--- config.mk ---
export PLATFORM = sky130hd
export DESIGN_NAME = rfd_tick_divider
export DESIGN_NICKNAME = d
export VERILOG_FILES = /design/src/core/rfd_pkg.sv /design/src/core/rfd_tick_divider.sv
export SDC_FILE = /design/constraint.sdc
export NUM_CORES = 1
export LEC_CHECK = 0
export BUFFER_PORTS_ARGS = -buffer_cell sky130_fd_sc_hd__buf_4
export CELL_PAD_IN_SITES_DETAIL_PLACEMENT = 0
export CELL_PAD_IN_SITES_GLOBAL_PLACEMENT = 1
export CORE_UTILIZATION = 25
export DETAILED_ROUTE_END_ITERATION = 6
export PLACE_DENSITY_LB_ADDON = 0.1
export SYNTH_ARGS = -nofsm -noshare
export SYNTH_HDL_FRONTEND = slang
export SYNTH_SLANG_ARGS = --single-unit
export TNS_END_PERCENT = 20
--- constraint.sdc ---
create_clock -name ref_clk -period 7.5 [get_ports ref_clk]
set_input_delay 0.75 -clock ref_clk [delete_from_list [all_inputs] [get_ports ref_clk]]
set_output_delay 0.75 -clock ref_clk [all_outputs]
set_load 0.01 [all_outputs]
--- src/core/rfd_pkg.sv ---
// constants for the rtc fractional tick divider
//----------------------------------------------------------------------
//----------------------------------------------------------------------
`default_nettype none

package rfd_pkg;
   // register map
   localparam logic [31:0] CFG_ADDR   = 32'h5000_424c;
   localparam int unsigned CFG_W      = 22;
   // field positions
   localparam int unsigned RESET_BIT  = 21;
   localparam int unsigned EN_BIT     = 20;
   localparam int unsigned DENOM_BIT  = 19;
   localparam int unsigned INT_LSB    = 10;
   localparam int unsigned INT_W      = 9;
   localparam int unsigned FRAC_LSB   = 0;
   localparam int unsigned FRAC_W     = 10;
   // reset values
   localparam logic [8:0]  INT_RST    = 9'h147;
   localparam logic [9:0]  FRAC_RST   = 10'h2a8;
   localparam logic [21:0] CFG_RST    = {3'h0, INT_RST, FRAC_RST};
   // sequence lengths
   localparam logic [10:0] DENOM_1000 = 11'h3e8;
   localparam logic [10:0] DENOM_1024 = 11'h400;
endpackage : rfd_pkg

`default_nettype wire

--- src/core/rfd_tick_divider.sv ---
// wishbone configured fractional divider making the rtc 100 Hz tick
//
// The implementer's own choice: the Wishbone slave port.
`default_nettype none

module rfd_tick_divider
   import rfd_pkg::*;
#(
   parameter int ADDR_W = 32
) (
   input  wire logic              ref_clk,
   input  wire logic              reset_n,
   input  wire logic [ADDR_W-1:0] wb_adr_i,
   input  wire logic [31:0]       wb_dat_i,
   input  wire logic [3:0]        wb_sel_i,
   input  wire logic              wb_we_i,
   input  wire logic              wb_cyc_i,
   input  wire logic              wb_stb_i,
   output var  logic [31:0]       wb_dat_o,
   output var  logic              wb_ack_o,
   input  wire logic              slowClkEn,
   output var  logic              rtcTick,
   output var  logic              rtcResetReq
);

   //-------------------------------------------------------------------
   // elaboration checks
   //-------------------------------------------------------------------
   if (ADDR_W < 31 || ADDR_W > 32) begin : g_bad_addr
      $error("ADDR_W must be 31 or 32");
   end

   logic [CFG_W-1:0]  cfg_q,    cfg_d;
   logic [31:0]       rdat_q,   rdat_d;
   logic              ack_q,    ack_d;
   logic [9:0]        cnt_q,    cnt_d;
   logic [9:0]        seq_q,    seq_d;
   logic [10:0]       acc_q,    acc_d;
   logic              tick_q,   tick_d;
   logic              busReq;
   logic              addrHit;
   logic              regWrite;
   logic              enable;
   logic [10:0]       denom;
   logic [INT_W-1:0]  divInt;
   logic [FRAC_W-1:0] frac;
   logic [11:0]       sum;
   logic              extraNow;
   logic [9:0]        periodLen;
   logic [9:0]        lenM1;
   logic              periodEnd;
   logic              seqWrap;
   logic [31:0]       wmask;

   //-------------------------------------------------------------------
   // wishbone slave
   //-------------------------------------------------------------------
   // one request per handshake, answered one cycle after it appears
   assign busReq   = wb_cyc_i & wb_stb_i & ~ack_q;
   assign addrHit  = (wb_adr_i == CFG_ADDR[ADDR_W-1:0]);
   assign regWrite = busReq & wb_we_i & addrHit;

   // byte lane mask from sel
   always_comb begin
      for (int i = 0; i < 4; i++) begin
         wmask[i*8 +: 8] = {8{wb_sel_i[i]}};
      end
   end

   // register file next values
   always_comb begin
      logic [31:0] merged;
      merged = {{(32-CFG_W){1'b0}}, cfg_q};
      cfg_d  = cfg_q;
      rdat_d = rdat_q;
      ack_d  = busReq;
      if (regWrite) begin
         merged = (merged & ~wmask) | (wb_dat_i & wmask);
         cfg_d  = merged[CFG_W-1:0];
      end
      if (busReq) begin
         // unmapped addresses read as zero, writes to them are dropped
         rdat_d = addrHit ? {{(32-CFG_W){1'b0}}, cfg_q} : 32'h0000_0000;
      end
   end

   // register file flops
   always_ff @(posedge ref_clk or negedge reset_n) begin
      if (!reset_n) begin
         cfg_q  <= CFG_RST;
         rdat_q <= 32'h0000_0000;
         ack_q  <= 1'b0;
      end else begin
         cfg_q  <= cfg_d;
         rdat_q <= rdat_d;
         ack_q  <= ack_d;
      end
   end

   assign wb_dat_o    = rdat_q;
   assign wb_ack_o    = ack_q;
   assign rtcResetReq = cfg_q[RESET_BIT];

   //-------------------------------------------------------------------
   // fractional divider
   //-------------------------------------------------------------------
   // field decode
   assign enable = cfg_q[EN_BIT];
   assign denom  = cfg_q[DENOM_BIT] ? DENOM_1024 : DENOM_1000;
   assign divInt = cfg_q[INT_LSB +: INT_W];
   assign frac   = cfg_q[FRAC_LSB +: FRAC_W];

   // this period is long when the accumulator overflows the denominator
   assign sum       = {1'b0, acc_q} + {2'b00, frac};
   assign extraNow  = (sum >= {1'b0, denom});
   assign periodLen = {1'b0, divInt} + {9'h000, extraNow};
   // a zero divisor degrades to one clock per tick
   assign lenM1     = (periodLen == 10'h000) ? 10'h000 : periodLen - 10'h001;
   assign periodEnd = enable & slowClkEn & (cnt_q >= lenM1);
   assign seqWrap   = ({1'b0, seq_q} >= (denom - 11'h001));

   // period and sequence counters
   always_comb begin
      cnt_d  = cnt_q;
      seq_d  = seq_q;
      acc_d  = acc_q;
      tick_d = 1'b0;
      if (!enable) begin
         // held idle so each enable starts a fresh sequence
         cnt_d = 10'h000;
         seq_d = 10'h000;
         acc_d = 11'h000;
      end else if (periodEnd) begin
         cnt_d  = 10'h000;
         tick_d = 1'b1;
         if (seqWrap) begin
            seq_d = 10'h000;
            acc_d = 11'h000;
         end else begin
            seq_d = seq_q + 10'h001;
            acc_d = extraNow ? 11'(sum - {1'b0, denom}) : sum[10:0];
         end
      end else if (slowClkEn) begin
         cnt_d = cnt_q + 10'h001;
      end
   end

   // divider flops
   always_ff @(posedge ref_clk or negedge reset_n) begin
      if (!reset_n) begin
         cnt_q  <= 10'h000;
         seq_q  <= 10'h000;
         acc_q  <= 11'h000;
         tick_q <= 1'b0;
      end else begin
         cnt_q  <= cnt_d;
         seq_q  <= seq_d;
         acc_q  <= acc_d;
         tick_q <= tick_d;
      end
   end

   assign rtcTick = tick_q;

   //-------------------------------------------------------------------
   // checking helpers
   //-------------------------------------------------------------------
   logic       first_q;
   logic       clean_q;
   logic [9:0] extraCnt_q;

   // reset marker, clean-sequence flag and long period tally
   always_ff @(posedge ref_clk or negedge reset_n) begin
      if (!reset_n) begin
         first_q    <= 1'b1;
         clean_q    <= 1'b0;
         extraCnt_q <= 10'h000;
      end else begin
         first_q <= 1'b0;
         if (!enable) begin
            clean_q <= 1'b1; // idle counters make the next start clean
         end else if (regWrite) begin
            clean_q <= 1'b0; // settings touched inside a running sequence
         end else if (periodEnd && seqWrap) begin
            clean_q <= 1'b1;
         end
         if (!enable || (periodEnd && seqWrap)) begin
            extraCnt_q <= 10'h000;
         end else if (periodEnd) begin
            extraCnt_q <= extraCnt_q + {9'h000, extraNow};
         end
      end
   end
endmodule : rfd_tick_divider

`default_nettype wire

==> impl_metrics.yaml <==
placed_design:
  dp_hpwl_um: 10000
  pre_cts_slack_ns: 0.246
  portBuffers: 87
  place_area_um2: 5810
  finalWeightedCongestion: 0.762
cells_and_area:
  fin_area_um2: 6090
  drive_gt1_share_pct: 22.9
  nets: 692
  area_delta_synth_final_pct: 25.1
  layout_commonest_cell: "buf_4"
  n_fill_cell: 2027
  final_cell_mix: "buf_4, dfrtp_1, nand2_1"
  fin_util_pct: 32.2
  num_antenna_cells: 0
timing:
  period_needed_ns: 7.01
  timing.final.ws_setup_ns: 0.488
  tightestPinTransition_ns: 1.01
  finalHoldViolations: 0
  setup_violations: 0
  clock.fmax_mhz: 143
  slew_viol_final: 0
  fin_worst_skew_ns: 0.0106
  rsz0062_at_grt: "no"
  tns_ns: 0
  post-route-period-util_pct: 93.5
  relSlewSlack_pct: 32.5
clock_network:
  clockRootBuffer: "clkbuf_16"
  cts_buffer_depth: 2
  cts_setup_buffers: 0
  cts_tree: "done"
  holdBufCountCts: 0
  path_clk_slew_ns: 0.07
  cts_resized: 0
  cts_buffers: 9
  clock_latency_ns: 0.34
  htree_levels: 3
  cts.sinks: 77
run:
  maxCapViolations: 0
yosys:
  synth_edf_count: 0
  ys_seq_elements: 77
  synth_top_cell_by_area: "dfrtp_1"
  synth_top_area_share_pct: 35.0
  ys.flop_type: "dfrtp_1"
  synth_area_um2: 4870
  async_reset_ff_share_pct: 100
  postSynthAreaPerCell_um2: 9.92
  synth_cells: 491
  synth_seq_area_share_pct: 39.8
  yosysWarnings: 0
  synth.area.top_cells: "dfrtp_1, ha_1, a22o_1, dfstp_2, mux2_1"
  ys_types: 61
pwr:
  power.switching_uw: 204
  comb_power_share_pct: 4.8
  power-per-cell-area_nw_per_um2: 142
  power_leakage_uw: 0.00292
  vdd_drop_max_uv: 103
  seqPwrFrac_pct: 48.1
  swShare_pct: 23.6
  clkPwrFrac_pct: 47.2
  p_int_uw: 662
  power_uw: 866
floorplanning:
  core.rowCount: 50
  start_util_pct: 25.8
  die-area_um2: 20000
  die_h_um: 142
  fp.dieW_um: 142
  core-area_um2: 18900
  io_pins: 109
drt:
  firstDrtPassIters: 5
  drc: 0
  vias_per_cell: 4.69
  drt_iter0_markers: 129
  dr_wl_met3_um: 296
  highest_layer: "met4"
  routedWlPerCell_um: 15.6
  wl_met1_um: 6280
  route.final.wire_length_um: 13200
  antenna_left: 0
  vias: 3970
  wl_met2_um: 6440
global_routing:
  grt_overflow_total: 0
  grt_pass1_vias: 4029
  grt_first_pass_wirelength_um: 21900
  track_usage_pct: 14.3
  antenna_found_initial: 0
  grt_max_degree: 78
worst_hold_path:
  hp-class: "reg2reg"
setup_path:
  worstPathMaxFanout: 6
  worst_path_max_delay_cell: "fa_1"
  cpMostUsedCell: "ha_1"
  start_kind: "flip-flop"
  end_kind: "flip-flop"
  critPathArrivalTime_ns: 7.24
  worstPathRequired_ns: 7.72
  critPathKind: "reg2reg"
  max_stage_delay_ns: 0.42
outcome:
  status: "finished clean"
==> path summary, 6_finish.rpt <==
| kind | to | depth (start not counted) | start | slack [ns] |
|---|---|---|---|---|
| setup / recovery | acc_q[10]$_DFFE_PN0P_ | 32 | flip-flop | 0.49 |
| hold / removal | acc_q[5]$_DFFE_PN0P_ | 2 | acc_q[5]$_DFFE_PN0P_ | 0.49 |
| setup reg to reg | acc_q[10]$_DFFE_PN0P_ | 32 | flip-flop | 0.49 |
| hold reg to reg | acc_q[5]$_DFFE_PN0P_ | 2 | acc_q[5]$_DFFE_PN0P_ | 0.49 |
| max in group asynchronous | acc_q[8]$_DFFE_PN0P_ | 1 | reset_n | 6.27 |
| min in group asynchronous | wb_dat_o[21]$_DFFE_PN0P_ | 1 | reset_n | 0.57 |
==> per-stage QoR <==
stage | std cells | hold WS [ns]
after detailed placement | 830 | 0.482
after CTS | 846 | 0.496
after global routing | 846 | 0.520
after global placement | 830 | 0.481
final | 846 | 0.488
after floorplan | 500 | 0.454
==> cell families after synthesis <==
| kind of cell | count (synthesis) | share of synthesized area (%) |
|---|---|---|
| AOI/OAI and AO/OA | 113 | 16.2 |
| xor gates and xnor gates | 31 | 5.58 |
| adders and majority gates | 37 | 9.66 |
| buffers and inverters | 43 | 4.50 |
| DFF | 77 | 39.8 |
| muxes | 28 | 6.30 |
| other | 1 | 0.0770 |
| and+or+nand+nor | 161 | 17.9 |
==> power by group through the flow <==
stage	sequential [uW]	clock (uW)	combinational (uW)
after floorplan	424	0	9.93
after global placement	423	0	42.3
after detailed placement	423	0	42.6
after CTS	416	426	42.7
after global routing	416	444	45.7
final	416	409	41.1
==> cells in the mapped netlist, drive strengths merged, types with 7 or more instances <==
cell and count:
mux2 21, nor4b 7, a21oi 15, nor2 26, nand4 7, buf 17
mux2i 7, ha 36, clkbuf 10, dfstp 9, nand2 39, dfrtp 68
o21ai 32, nand3 27, xnor2 16, inv 16, a22o 28, xor2 15
and3 11, and2 8
==> per-layer routing <==
metal	vias to the layer above	track usage [%]
li1	1966	-
met1	1933	18.7
met2	58	23.7
met3	13	2.13
met4	0	5.66
met5	-	0
==> layout make-up <==
cell class	count	area, um^2	area share [%]
multi-input combinational	380	2770	45.4
sequential	77	1940	31.8
timing repair buffer	97	728	12.0
tap	260	325	5.34
clock buffer	10	229	3.76
inverter	16	60.1	0.986
clock inverter	6	41.3	0.678
==> worst max-delay path: cells and delay by family (launching register included) <==
kind,cells,cell delay [ns]
AOI/OAI and AO/OA,11,2.19
xor gates and xnor gates,2,0.30
adders and majority gates,6,1.72
buffers and inverters,3,0.32
DFF,1,0.40
and+or+nand+nor,10,1.94
No activity file was read; power rests on OpenSTA's default activity.
